<file path="config.mk">
export PLATFORM = sky130hd
export DESIGN_NAME = plk_pll_lock
export DESIGN_NICKNAME = d
export VERILOG_FILES = /design/src/plk_pkg.sv /design/src/plk_pll_lock.sv /design/src/plk_clk_out_div.sv
export SDC_FILE = /design/constraint.sdc
export NUM_CORES = 1
export LEC_CHECK = 0
export ABC_AREA = 1
export BUFFER_PORTS_ARGS = -buffer_cell sky130_fd_sc_hd__clkbuf_2
export CELL_PAD_IN_SITES_DETAIL_PLACEMENT = 1
export CELL_PAD_IN_SITES_GLOBAL_PLACEMENT = 2
export CORE_MARGIN = 4
export CORE_UTILIZATION = 30
export CTS_BUF_LIST = sky130_fd_sc_hd__clkbuf_8 sky130_fd_sc_hd__clkbuf_16
export CTS_CLUSTER_SIZE = 40
export DETAILED_ROUTE_END_ITERATION = 16
export GPL_TIMING_DRIVEN = 1
export PLACE_DENSITY = 0.91
export SETUP_SLACK_MARGIN = 0.3
export SLEW_MARGIN = 10
export SYNTH_ARGS = -nofsm -noshare
export SYNTH_HDL_FRONTEND = slang
export SYNTH_SLANG_ARGS = --single-unit
</file>
<file path="constraint.sdc">
create_clock -name CLK -period 3.3 [get_ports CLK]
set_clock_uncertainty 0.1 [all_clocks]
set_input_delay 0.99 -clock CLK [delete_from_list [all_inputs] [get_ports CLK]]
set_output_delay 0.99 -clock CLK [all_outputs]
set_load 0.01 [all_outputs]
</file>
<file path="src/plk_pkg.sv">
package plk_pkg;
    // ------------------------------------------------------------
    // register addresses
    // ------------------------------------------------------------
    localparam logic [31:0] ADDR_LOCK_STATUS = 32'hFFFF_F824;
    localparam logic [31:0] ADDR_PLL_CONTROL = 32'hFFFF_F820;
    localparam logic [31:0] ADDR_LOCKUP_TIME = 32'hFFFF_F828;
    localparam logic [31:0] ADDR_CLK_OUT_MODE = 32'hFFFF_F82C;
    // ------------------------------------------------------------
    // reset values
    // ------------------------------------------------------------
    localparam logic [7:0] RST_LOCK_STATUS = 8'h00;
    localparam logic [7:0] RST_PLL_CONTROL = 8'h01;
    localparam logic [7:0] RST_LOCKUP_TIME = 8'h03;
    localparam logic [7:0] RST_CLK_OUT_MODE = 8'h00;
    // ------------------------------------------------------------
    // field positions and writable masks
    // ------------------------------------------------------------
    localparam int LOCK_FLAG_BIT = 0;
    localparam int PLL_RUN_BIT = 0;
    localparam int PLL_SELECT_BIT = 1;
    localparam int CLK_OUT_EN_BIT = 4;
    localparam logic [7:0] MASK_PLL_CONTROL = 8'h03;
    localparam logic [7:0] MASK_LOCKUP_TIME = 8'h03;
    localparam logic [7:0] MASK_CLK_OUT_MODE = 8'h13;
    // ------------------------------------------------------------
    // timing
    // ------------------------------------------------------------
    localparam int LOCKUP_BASE_US = 4;
    localparam int CLK_MHZ = 250;
    localparam int LOCKUP_BASE_CYCLES = LOCKUP_BASE_US * CLK_MHZ;
    localparam int LOCKUP_CNT_W = 16;
endpackage

</file>
<file path="src/plk_pll_lock.sv">
`timescale 1ns/1ns
`default_nettype none
// How it works
// RULE1 - the lock-status register is read-only by byte or by bit and writes to it are dropped.
// RULE2 - the lock-status register resets to 00H.
// RULE3 - bit 0 holds the lock flag (0 settled, 1 unsettled) and bits 7 to 1 read zero.
// RULE4 - after power-up or leaving stop the pll counts as unsettled for a stabilization interval.
// RULE5 - after deep idle release with the pll running the flag clears when the setup interval ends.
// RULE6 - the lockup-time register picks the wait used each time the run bit rises.
// RULE7 - the lockup-time register is byte read/write only, bit accesses are ignored.
// RULE8 - the lockup-time register resets to 03H.
// RULE9 - the clock-output register is byte or bit read/write.
// RULE10 - with output enable (bit 4) low the pin is held low, bits 1 and 0 pick the frequency.
// RULE11 - the flag is set on reset, in deep idle or stop, on run bit clear, and on subclock with main stopped.
// RULE12 - the flag clears on stabilization expiry after reset or stop release, or on lockup expiry.
// RULE13 - the pll control register resets to 01H: pll running, clock-through selected.
// RULE14 - software sets the run bit, waits for a zero flag, then selects pll mode.
// RULE15 - the pll stops in deep idle or stop whatever the run bit and resumes on return.
module plk_pll_lock #(
    parameter int LOCKUP_BASE = plk_pkg::LOCKUP_BASE_CYCLES
) (
    input wire logic CLK,
    input wire logic SYS_RST,
    input wire logic CE,
    input wire logic [31:0] BUS_ADDR,
    input wire logic BUS_WR,
    input wire logic BUS_RD,
    input wire logic BUS_BIT,
    input wire logic [2:0] BUS_BIT_POS,
    input wire logic [7:0] BUS_WDATA,
    output logic [7:0] BUS_RDATA,
    input wire logic DEEP_IDLE_MODE,
    input wire logic STOP_MODE,
    input wire logic SUBCLOCK_CPU_SELECT,
    input wire logic MAIN_CLOCK_STOP,
    input wire logic STAB_DONE,
    output logic PLL_ACTIVE,
    output logic CPU_CLOCK_PLL_SELECT,
    output logic CLOCK_OUTPUT_PIN
);
    // ------------------------------------------------------------
    // registers
    // ------------------------------------------------------------
    logic [7:0] pll_control_q;
    logic [7:0] lockup_time_select_q;
    logic [7:0] clock_output_mode_q;
    logic lock_flag_q;
    logic stab_wait_q;
    logic [plk_pkg::LOCKUP_CNT_W-1:0] lockup_cnt_q;
    logic lockup_run_q;
    logic low_power_q;
    logic run_prev_q;

    // ------------------------------------------------------------
    // decode
    // ------------------------------------------------------------
    logic hit_ctl, hit_lts, hit_com, hit_lock;
    logic low_power, pll_run, run_rise, run_fall;
    logic set_cond, lockup_done;
    logic [plk_pkg::LOCKUP_CNT_W-1:0] lockup_len;

    assign hit_ctl = BUS_ADDR == plk_pkg::ADDR_PLL_CONTROL;
    assign hit_lts = BUS_ADDR == plk_pkg::ADDR_LOCKUP_TIME;
    assign hit_com = BUS_ADDR == plk_pkg::ADDR_CLK_OUT_MODE;
    assign hit_lock = BUS_ADDR == plk_pkg::ADDR_LOCK_STATUS;

    assign low_power = DEEP_IDLE_MODE | STOP_MODE;
    assign pll_run = pll_control_q[plk_pkg::PLL_RUN_BIT];
    assign PLL_ACTIVE = pll_run & ~low_power; // [RULE15]
    assign run_rise = pll_run & ~run_prev_q;
    assign run_fall = ~pll_run & run_prev_q;
    assign CPU_CLOCK_PLL_SELECT = pll_control_q[plk_pkg::PLL_SELECT_BIT];

    // set conditions outrank every clear below
    assign set_cond = low_power | run_fall
        | (SUBCLOCK_CPU_SELECT & MAIN_CLOCK_STOP); // [RULE11]

    // wait grows by a factor of two per select step
    assign lockup_len = plk_pkg::LOCKUP_CNT_W'(
        LOCKUP_BASE << lockup_time_select_q[1:0]); // [RULE6]
    assign lockup_done = lockup_run_q && lockup_cnt_q >= lockup_len;

    // ------------------------------------------------------------
    // byte / bit write helper
    // ------------------------------------------------------------
    function automatic logic [7:0] wr_val(input logic [7:0] old,
        input logic [7:0] mask);
        logic [7:0] nv;
        nv = old;
        if (BUS_BIT) begin
            nv[BUS_BIT_POS] = BUS_WDATA[0];
        end else begin
            nv = BUS_WDATA;
        end
        return nv & mask;
    endfunction

    // ------------------------------------------------------------
    // pll control
    // ------------------------------------------------------------
    always_ff @(posedge CLK) begin
        if (SYS_RST) begin
            pll_control_q <= plk_pkg::RST_PLL_CONTROL; // [RULE13]
        end else if (CE && BUS_WR && hit_ctl) begin
            pll_control_q <= wr_val(pll_control_q, plk_pkg::MASK_PLL_CONTROL);
            // pll mode cannot be picked while still unsettled
            if (lock_flag_q) begin
                pll_control_q[plk_pkg::PLL_SELECT_BIT] <= 1'b0; // [RULE14]
            end
        end
    end

    // ------------------------------------------------------------
    // lockup time and clock output mode
    // ------------------------------------------------------------
    always_ff @(posedge CLK) begin
        if (SYS_RST) begin
            lockup_time_select_q <= plk_pkg::RST_LOCKUP_TIME; // [RULE8]
        end else if (CE && BUS_WR && hit_lts && !BUS_BIT) begin
            lockup_time_select_q <= BUS_WDATA
                & plk_pkg::MASK_LOCKUP_TIME; // [RULE7]
        end
    end

    always_ff @(posedge CLK) begin
        if (SYS_RST) begin
            clock_output_mode_q <= plk_pkg::RST_CLK_OUT_MODE;
        end else if (CE && BUS_WR && hit_com) begin
            clock_output_mode_q <= wr_val(clock_output_mode_q,
                plk_pkg::MASK_CLK_OUT_MODE); // [RULE9]
        end
    end

    // ------------------------------------------------------------
    // lockup counter
    // ------------------------------------------------------------
    always_ff @(posedge CLK) begin
        if (SYS_RST) begin
            lockup_run_q <= 1'b0;
            lockup_cnt_q <= '0;
            run_prev_q <= 1'b1;
        end else if (CE) begin
            run_prev_q <= pll_run;
            if (set_cond || lockup_done) begin
                lockup_run_q <= 1'b0;
                lockup_cnt_q <= '0;
            end else if (run_rise) begin
                lockup_run_q <= 1'b1; // [RULE6]
                lockup_cnt_q <= '0;
            end else if (lockup_run_q) begin
                lockup_cnt_q <= lockup_cnt_q + 1'b1;
            end
        end
    end

    // ------------------------------------------------------------
    // lock flag
    // ------------------------------------------------------------
    always_ff @(posedge CLK) begin
        if (SYS_RST) begin
            // the register reads 00H in reset, flag rises at release
            lock_flag_q <= 1'b0; // [RULE2]
            stab_wait_q <= 1'b1; // [RULE4]
            low_power_q <= 1'b0;
        end else if (CE) begin
            low_power_q <= low_power;
            if (low_power_q && !low_power && pll_run) begin
                stab_wait_q <= 1'b1; // [RULE4] [RULE5]
            end else if (STAB_DONE && !low_power) begin
                stab_wait_q <= 1'b0;
            end
            if (set_cond || (stab_wait_q && !STAB_DONE)) begin
                lock_flag_q <= 1'b1; // [RULE11]
            end else if ((stab_wait_q && STAB_DONE) || lockup_done) begin
                lock_flag_q <= 1'b0; // [RULE12] [RULE5]
            end
        end
    end

    // ------------------------------------------------------------
    // read port, one cycle latency
    // ------------------------------------------------------------
    logic [7:0] rd_byte;

    always_comb begin
        rd_byte = 8'h00;
        if (hit_lock) begin
            rd_byte[plk_pkg::LOCK_FLAG_BIT] = lock_flag_q; // [RULE3] [RULE1]
        end else if (hit_ctl) begin
            rd_byte = pll_control_q;
        end else if (hit_lts) begin
            rd_byte = BUS_BIT ? 8'h00 : lockup_time_select_q; // [RULE7]
        end else if (hit_com) begin
            rd_byte = clock_output_mode_q;
        end
        if (BUS_BIT) begin
            rd_byte = {7'h00, rd_byte[BUS_BIT_POS]};
        end
    end

    always_ff @(posedge CLK) begin
        if (SYS_RST) begin
            BUS_RDATA <= 8'h00;
        end else if (CE && BUS_RD) begin
            BUS_RDATA <= rd_byte;
        end
    end

    // ------------------------------------------------------------
    // clock output
    // ------------------------------------------------------------
    plk_clk_out_div #(
        .DIV_W(4)
    ) u_div (
        .clk(CLK),
        .rst(SYS_RST),
        .ce(CE),
        .enable(clock_output_mode_q[plk_pkg::CLK_OUT_EN_BIT]), // [RULE10]
        .freq_sel(clock_output_mode_q[1:0]),
        .clk_out(CLOCK_OUTPUT_PIN)
    );
endmodule // plk_pll_lock
`default_nettype wire

</file>
<file path="src/plk_clk_out_div.sv">
`timescale 1ns/1ns
`default_nettype none
module plk_clk_out_div #(
    parameter int DIV_W = 4
) (
    input wire logic clk,
    input wire logic rst,
    input wire logic ce,
    input wire logic enable,
    input wire logic [1:0] freq_sel,
    output logic clk_out
);
    // ------------------------------------------------------------
    // divider: pin toggles every 2**freq_sel cycles
    // ------------------------------------------------------------
    logic [DIV_W-1:0] cnt_q;
    logic [DIV_W-1:0] limit;

    assign limit = DIV_W'((1 << freq_sel) - 1);

    always_ff @(posedge clk) begin
        if (rst) begin
            cnt_q <= '0;
            clk_out <= 1'b0;
        end else if (ce) begin
            // disabled output parks low, restart gives a clean first half
            if (!enable) begin
                cnt_q <= '0;
                clk_out <= 1'b0;
            end else if (cnt_q >= limit) begin
                cnt_q <= '0;
                clk_out <= ~clk_out;
            end else begin
                cnt_q <= cnt_q + 1'b1;
            end
        end
    end
endmodule // plk_clk_out_div
`default_nettype wire

</file>
==> reports/qor_table.md, run 1 <==
| Result | This run | Unit |
|:---|:---|:---|
| Power per standard cell area | 311 | nW/um^2 |
| Xor and xnor area share after synthesis | 0.0330 | - |
| Most frequently used flop master after synthesis | dfxtp_1 | - |
| Main combinational cell family by area after synthesis | simple AND/OR/NAND/NOR gates | - |
| Area leader, netlist | dfxtp_1 | - |
| Leakage | 1.41 | nW |
| Adder-cell area share of the yosys netlist | 0.0660 | - |
| Worst-case headroom to the max-slew limit | 0.459 | - |
| FF-to-FF setup slack | 1.12 | ns |
| Number of warnings issued by yosys | 0 | - |
| Area inside the core boundary | 8680 | um^2 |
| Arrival time of data at the critical path endpoint | 1.42 | ns |
| TritonCTS clock tree | built | - |
| Global-route track usage on met1 | 0.180 | - |
| Fraction of final layout cells with drive strength greater than 1 | 0.189 | - |
| Kind of cell adding the most delay to the critical path | buffers and inverters | - |
| Clock buffer count from CTS | 5 | - |
| Maximum Capacitance Violations | 0 | - |
| RR Startpoint | lockup_time_select_q[0]$_SDFFE_PP1P_ | - |
| Number of different library cells in the post-synthesis netlist | 35 | - |
| First-pass detailed-route iteration total | 4 | - |
| Total of endpoints with negative setup slack in the final report | 0 | - |
| Worst reg-to-reg path cell count | 14 | - |
| Number of inserted filler cells in the final layout | 1204 | - |
| Standard-cell row count | 34 | - |
| Global Route met2 Usage | 0.292 | - |
| Global-route wire length before repair | 13.0 | mm |
| Cell chain of the critical path | clkbuf_2, inv_1, nand2_1, nor2_1, clkbuf_2 | - |
| Worst Max-Slew Pin Slew | 0.809 | ns |
| Multiplexer area fraction after synthesis | 0 | - |
| Grt total ovfl | 0 | - |
| Final setup slack of the worst path | 0.795 | ns |
| Area fraction in and, or, nand and nor cells after synthesis | 0.386 | - |
| Hold crit path type | reg -> reg | - |
| Die Span Y | 102 | um |
| NumNets Final | 543 | - |
| Utilization after layout | 0.358 | - |
| Number of antenna violations at the first check in global routing | 0 | - |
| Fraction of registers with async set or reset after synthesis | 0 | - |
| Post-placement cell count | 576 | - |
| Synth area leaders | dfxtp_1 (27%), nand2_1 (15%), nor2_1 (9.2%), inv_1 (7.2%), ha_1 (6.6%) | - |
| Fmax | 399 | MHz |
| Count of antenna diodes in the layout | 0 | - |
| Total negative slack for setup checks | 0 | ns |
| Growth of design area from synthesis to finish | 17.2 | % |
| Critical Path Start | DEEP_IDLE_MODE | - |
| Placement Setup Slack | 0.786 | ns |
| Crit path largest cell delay | 0.13 | ns |
| Root buffer cell | clkbuf_8 | - |
| Sequential fraction of the synthesis area | 0.271 | - |
| Number of global-route vias before repair | 2874 | - |
| Cell Count, Final, Fillers Out | 584 | - |
| Final-layout worst hold slack | 0.347 | ns |
| Initial standard-cell utilization of the core | 0.306 | - |
| Clock edge transition at the registers on the reported setup and hold paths | 0.08 | ns |
| Avg WL per Cell | 13.0 | um |
| Post-synthesis register bit count | 36 | - |
| Type of the worst setup path | in -> out | - |
| Sum of routed wire length over all layers | 7.59 | mm |
| Max Root-Sink Buffers | 2 | - |
| Peak supply drop | 0.198 | mV |
| Mean area per synthesized cell | 6.29 | um^2 |
| Number of top-level pins | 65 | - |
| Synthesized-area fraction occupied by ao, oa, aoi and oai cells | 0.126 | - |
| Hold-fix buffers at CTS | 0 | - |
| Post-Syn Area | 2660 | um^2 |
| Last element of the critical path | PLL_ACTIVE | - |
| Cells after Synth | 422 | - |
| # Post-CTS Setup Buffers | 0 | - |
| Reg-to-Reg End | lockup_cnt_q[3]$_SDFFE_PP0P_ | - |
| Global placement routability congestion | 0.796 | - |
| Top fanout value on the critical path | 3 | - |
| Number of buffers added on ports | 54 | - |
| Width of the die | 102 | um |
| Outcome | complete, no violations | - |
| Max H-tree Level | 2 | - |
| Later-pin clock latency in the skew report | 0.29 | ns |
| Number of failing hold endpoints at the final stage | 0 | - |
| Highest-utilization routing layer at the global route stage | met2 | - |
| Worst path slowest cell | clkbuf_2 | - |
| Setup crit end kind | primary output | - |
| Req. time, crit path | 2.21 | ns |
| First-iteration detailed-routing DRC count | 89 | - |
| HPWL reported at the end of detailed placement | 6.21 | mm |
| Crit path top cell by count | clkbuf_2 | - |
| Start point of the worst min-delay path | lockup_cnt_q[14]$_SDFFE_PP0P_ | - |
| Setup repair after global routing missed its margin | false | - |
| Number of max-slew violations in the final report | 0 | - |
| Via total after detailed routing | 2797 | - |
| DIE AREA | 10400 | um^2 |
| Gr usage total | 0.153 | - |
| Number of clock sinks | 36 | - |
| Remaining routing DRC violations | 0 | - |
| Count of flip-flops with a built-in enable after synthesis | 0 | - |
| Fraction of post-synthesis cell area in the top cell type by area | 0.271 | - |
| Global-route track usage on met3 | 0.0259 | - |
| Post-layout min period | 2.51 | ns |
| Crit share post-route | 0.759 | - |
| Number of buffers and inverters on the critical path | 3 | - |
| Pin count of the biggest net entering global routing | 19 | - |
| Crit path launch type | input port | - |
| Count of cell instances traversed by the critical path | 5 | - |
| Number of routed nets with antenna violations | 0 | - |
| Routed vias/inst | 4.79 | - |
| Post-cts repair resize count | 0 | - |
==> worst min path at each step <==
stage / endpoint / cells past startpoint
3_3_place_gp: lockup_cnt_q[14]$_SDFFE_PP0P_ / 2
6_report: lockup_cnt_q[14]$_SDFFE_PP0P_ / 2
5_1_grt: lockup_cnt_q[14]$_SDFFE_PP0P_ / 2
2_1_floorplan: lockup_cnt_q[14]$_SDFFE_PP0P_ / 2
3_5_place_dp: lockup_cnt_q[14]$_SDFFE_PP0P_ / 2
4_1_cts: lockup_cnt_q[14]$_SDFFE_PP0P_ / 2
==> cell usage after synthesis (4+ instances only) <==
cell type  number
ha_1           14
buf_4           7
a21oi_1        27
a211oi_1        4
o21ai_1         5
o21ai_0        12
xor2_1          8
nor2_2          6
dfxtp_1        36
nand3_1        27
nand2_2         5
o211ai_1        5
nor2_1         65
nand4_1         9
inv_2           7
clkbuf_1        4
inv_1          51
nand2_1       105
==> worst reg2reg max path, stage by stage, from the launching register on <==
cell and delay [ns]:
dfxtp_1 0.46, nand2_1 0.13, inv_1 0.07, ha_1 0.23, nand2_1 0.09, nor2_1 0.05, o21ai_0 0.06, o211ai_1 0.12
nand2_1 0.09, nand2_2 0.08, nand2_1 0.09, nand2_1 0.07, o21ai_1 0.21, nand2_2 0.13, nor2_1 0.14
==> registers in the layout, indices dropped and copies added, names as in the netlist <==
name                  count
BUS_RDATA                 3
lockup_time_select_q      2
u_div.clk_out             1
lock_flag_q               1
low_power_q               1
run_prev_q                1
clock_output_mode_q       3
stab_wait_q               1
lockup_cnt_q             16
lockup_run_q              1
u_div.cnt_q               4
pll_control_q             2
==> where the power goes <==
| group | switching [W] | leakage [nW] | internal [W] |
|---|---|---|---|
| Combinational | 0.0000797 | 1.06 | 0.0000462 |
| Clock | 0.000169 | 0.0541 | 0.000224 |
| Sequential | 0.00000698 | 0.292 | 0.000441 |
| Total | 0.000256 | 1.41 | 0.000711 |
==> layout make-up <==
cell class,instances,area (um^2),share of cell area
multi-input cells,318,1640,0.528
flip-flops and latches,36,721,0.232
repair buffers,55,278,0.0893
inverters,59,224,0.0720
well taps,108,135,0.0434
clock buffers,5,68.8,0.0221
clock inverters,3,42.5,0.0137
==> stage by stage <==
step	cell area (um^2)	power, W
5_1_grt	3110	0.00101
4_1_cts	3110	0.000981
3_3_place_gp	3000	0.000580
2_1_floorplan	2670	0.000533
3_5_place_dp	3000	0.000585
6_report	3110	0.000967
==> logic make-up after synthesis <==
logic type	Yosys count
adder cells (fa/ha/maj)	14
flip-flops	36
AO/OA/AOI/OAI	57
buffers and inverters	72
other	1
XOR/XNOR	10
AND/OR/NAND/NOR	232
==> cells in the final DEF, fill, tap and decap left out, types with 2 or more instances in the layout <==
cell      synthesis  routed
a211oi_1          4       4
a21oi_1          27      27
clkbuf_2          0      54
clkbuf_8          0       5
conb_1            1       5
dfxtp_1          36      36
ha_1             14      14
inv_1            51      51
inv_2             7       7
nand2_1         105     105
nand2_2           5       5
nand3_1          27      27
nand4_1           9       9
nor2_1           65      65
nor2_2            6       6
nor2_4            3       3
nor3_1            3       3
nor3_4            2       2
nor4_1            3       3
o211ai_1          5       5
o21ai_0          12      12
o21ai_1           5       5
xnor2_1           2       2
xor2_1            8       8
==> routing by layer <==
metal / vias up / share of wire / wire length, um
li1: 1437 / - / -
met1: 1329 / 0.44 / 3310
met2: 23 / 0.53 / 4040
met3: 8 / 0.025 / 193
met4: 0 / 0.0065 / 49
met5: - / 0 / 0
Note: power is estimated with default switching activity, not from simulation.
==> run 2: changes to the inputs <==
- CORE_UTILIZATION: 30 -> 25
- PLACE_DENSITY: 0.91 -> 0.82
- clock period: 3.3 -> 2.1 ns (I/O delays scaled with it)
==> run 2 against run 1 <==
Compared with the run above:
- power grew 64%
- final area grew 22%
- final cell count grew 9.8%
- die area grew 18%
- register-to-register slack lost 0.99 ns
- global-route usage shrank 2.3 points
- critical path depth grew 8
- largest cell class unchanged
- largest power group unchanged
==> reports/qor_table.md, run 2 (same netlist as run 1, synthesis figures left out) <==
| Result | This run | Unit |
|:---|:---|:---|
| Die Span Y | 111 | um |
| Global-route wire length before repair | 13.6 | mm |
| Number of antenna violations at the first check in global routing | 0 | - |
| Via total after detailed routing | 2943 | - |
| Outcome | complete, no violations | - |
| Max H-tree Level | 2 | - |
| Largest register by flop count | lockup_cnt_q | - |
| NumNets Final | 572 | - |
| Total of endpoints with negative setup slack in the final report | 0 | - |
| Growth of design area from synthesis to finish | 42.9 | % |
| Setup crit end kind | register | - |
| Number of max-slew violations in the final report | 0 | - |
| Power per standard cell area | 419 | nW/um^2 |
| Crit path launch type | register | - |
| Top fanout value on the critical path | 10 | - |
| Seq pwr share | 0.441 | - |
| Initial standard-cell utilization of the core | 0.257 | - |
| Flip-flop count of the largest register after layout | 16 | - |
| Remaining routing DRC violations | 0 | - |
| Cell Count, Final, Fillers Out | 641 | - |
| Top library cells by usage in the layout, fill and taps aside | nand2_1 (90), nor2_1 (53), inv_1 (42), clkbuf_2 (42), dfxtp_1 (32) | - |
| HPWL reported at the end of detailed placement | 6.53 | mm |
| Gr usage total | 0.131 | - |
| Number of routed nets with antenna violations | 0 | - |
| Gate power share | 0.164 | - |
| Grt total ovfl | 0 | - |
| Number of top-level pins | 65 | - |
| Largest regs | lockup_cnt_q x16, u_div.cnt_q x4 | - |
| Total area of sequential cells | 733 | um^2 |
| Crit path largest cell delay | 0.41 | ns |
| DIE AREA | 12300 | um^2 |
| Post-layout min period | 1.97 | ns |
| Number of global-route vias before repair | 3001 | - |
| Type of the worst setup path | reg -> reg | - |
| Count of antenna diodes in the layout | 0 | - |
| Routed vias/inst | 4.59 | - |
| Worst-case headroom to the max-slew limit | 0.623 | - |
| Peak supply drop | 0.260 | mV |
| Number of failing hold endpoints at the final stage | 0 | - |
| Sum of routed wire length over all layers | 8.43 | mm |
| Final-layout worst hold slack | 0.344 | ns |
| Arrival time of data at the critical path endpoint | 2.10 | ns |
| Avg WL per Cell | 13.1 | um |
| Req. time, crit path | 2.23 | ns |
| Maximum Capacitance Violations | 0 | - |
| Number of clock sinks | 36 | - |
| First-pass detailed-route iteration total | 4 | - |
| First-iteration detailed-routing DRC count | 76 | - |
| Clock edge transition at the registers on the reported setup and hold paths | 0.08 | ns |
| Global placement routability congestion | 0.797 | - |
| TritonCTS clock tree | built | - |
| Root buffer cell | clkbuf_8 | - |
| Multi-input gate area | 1950 | um^2 |
| Cell chain of the critical path | inv_6, nor2_4, ha_4, nand2_4, nor2_2, o21ai_1, o211ai_1, nand2_1, nand2_2, a21boi_4, buf_12, nand3_1, a21oi_2 | - |
| Number of inserted filler cells in the final layout | 1318 | - |
| Max Root-Sink Buffers | 2 | - |
| Hold crit path type | reg -> reg | - |
| Net Sw Power | 0.000436 | W |
| Clock buffer count from CTS | 5 | - |
| Worst path slowest cell | dfxtp_4 | - |
| Commonest non-fill, non-tap cell in the layout | nand2_1 | - |
| Number of buffers added on ports | 54 | - |
| Fmax | 508 | MHz |
| Fraction of final layout cells with drive strength greater than 1 | 0.356 | - |
| Post-placement cell count | 624 | - |
| Switching part of the total power | 0.275 | - |
| Later-pin clock latency in the skew report | 0.29 | ns |
| Internal portion of total power | 0.00115 | W |
| Setup repair after global routing missed its margin | true | - |
| Width of the die | 111 | um |
| Leakage | 1.62 | nW |
| Non-Filler Cell Area, Final | 3790 | um^2 |
| Portion of total power attributed to the clock network | 0.395 | - |
| Pin count of the biggest net entering global routing | 18 | - |
| Area inside the core boundary | 10300 | um^2 |
| Standard-cell row count | 37 | - |
| Worst Max-Slew Pin Slew | 0.565 | ns |
| Area after DPL | 3180 | um^2 |
| Crit share post-route | 0.938 | - |
-- run 2: cell types whose count changed in the layout (fill, tap and decap cells not counted), sizes merged --
cell	delta
clkbuf	-12
buf	+41
-- run 2: critical path, delay by kind of cell (launching register included) --
family                   cells  cell delay, ns
flip-flops                   1            0.41
AND/OR/NAND/NOR              6            0.47
AO/OA/AOI/OAI                4            0.50
buffers and inverters        2            0.20
adder cells (fa/ha/maj)      1            0.22
-- run 2: power groups by stage --
| stage | registers (W) | clock network [W] | logic (W) |
|---|---|---|---|
| final | 0.000700 | 0.000628 | 0.000261 |
| after detailed placement | 0.000719 | 0 | 0.000217 |
| after global placement | 0.000719 | 0 | 0.000209 |
| after CTS | 0.000701 | 0.000653 | 0.000229 |
| after global routing | 0.000702 | 0.000684 | 0.000289 |
| after floorplan | 0.000718 | 0 | 0.000119 |
-- run 2: what timing repair did --
item | in CTS | in global routing
setup endpoints to repair | 22 | 27
setup buffers | 2 | 7
resized for setup | 30 | 77
pin swaps | 15 | 50
hold buffers | 0 | 0
-- run 2: final cells by class --
| class | instances | area share |
|---|---|---|
| Timing Repair Buffer | 84 | 0.158 |
| Inverter | 59 | 0.0617 |
| Tap cell | 136 | 0.0449 |
| Multi-Input combinational cell | 318 | 0.513 |
| Clock inverter | 3 | 0.0112 |
| Clock buffer | 5 | 0.0181 |
| Sequential cell | 36 | 0.193 |
-- run 2: path summary, 6_finish.rpt --
path | from | end | slack, ns | depth (start not counted)
setup / recovery | lockup_time_select_q[1]$_SDFFE_PP1P_ | lockup_cnt_q[8]$_SDFFE_PP0P_ | 0.13 | 13
setup reg to reg | lockup_time_select_q[1]$_SDFFE_PP1P_ | lockup_cnt_q[8]$_SDFFE_PP0P_ | 0.13 | 13
hold reg to reg | lockup_cnt_q[15]$_SDFFE_PP0P_ | lockup_cnt_q[15]$_SDFFE_PP0P_ | 0.34 | 2
hold / removal | lockup_cnt_q[15]$_SDFFE_PP0P_ | lockup_cnt_q[15]$_SDFFE_PP0P_ | 0.34 | 2
-- run 2: through the flow --
stage	total power [W]	utilization	worst slack (ns)	TNS, ns
floorplan	0.000837	-	0.307	0
global placement	0.000927	0.308	0.0391	0
detailed placement	0.000936	0.308	-0.0846	-0.582
CTS	0.00158	0.330	0.0877	0
global route	0.00168	0.367	-0.0111	-0.0111
finish	0.00159	0.367	0.130	0
-- run 2: routing by layer --
metal / track usage / up-vias / part of all wire
met2: 0.254 / 26 / 0.55
met1: 0.149 / 1410 / 0.42
li1: - / 1499 / -
met5: 0 / - / 0
met3: 0.0240 / 8 / 0.020
met4: 0.0219 / 0 / 0.0072
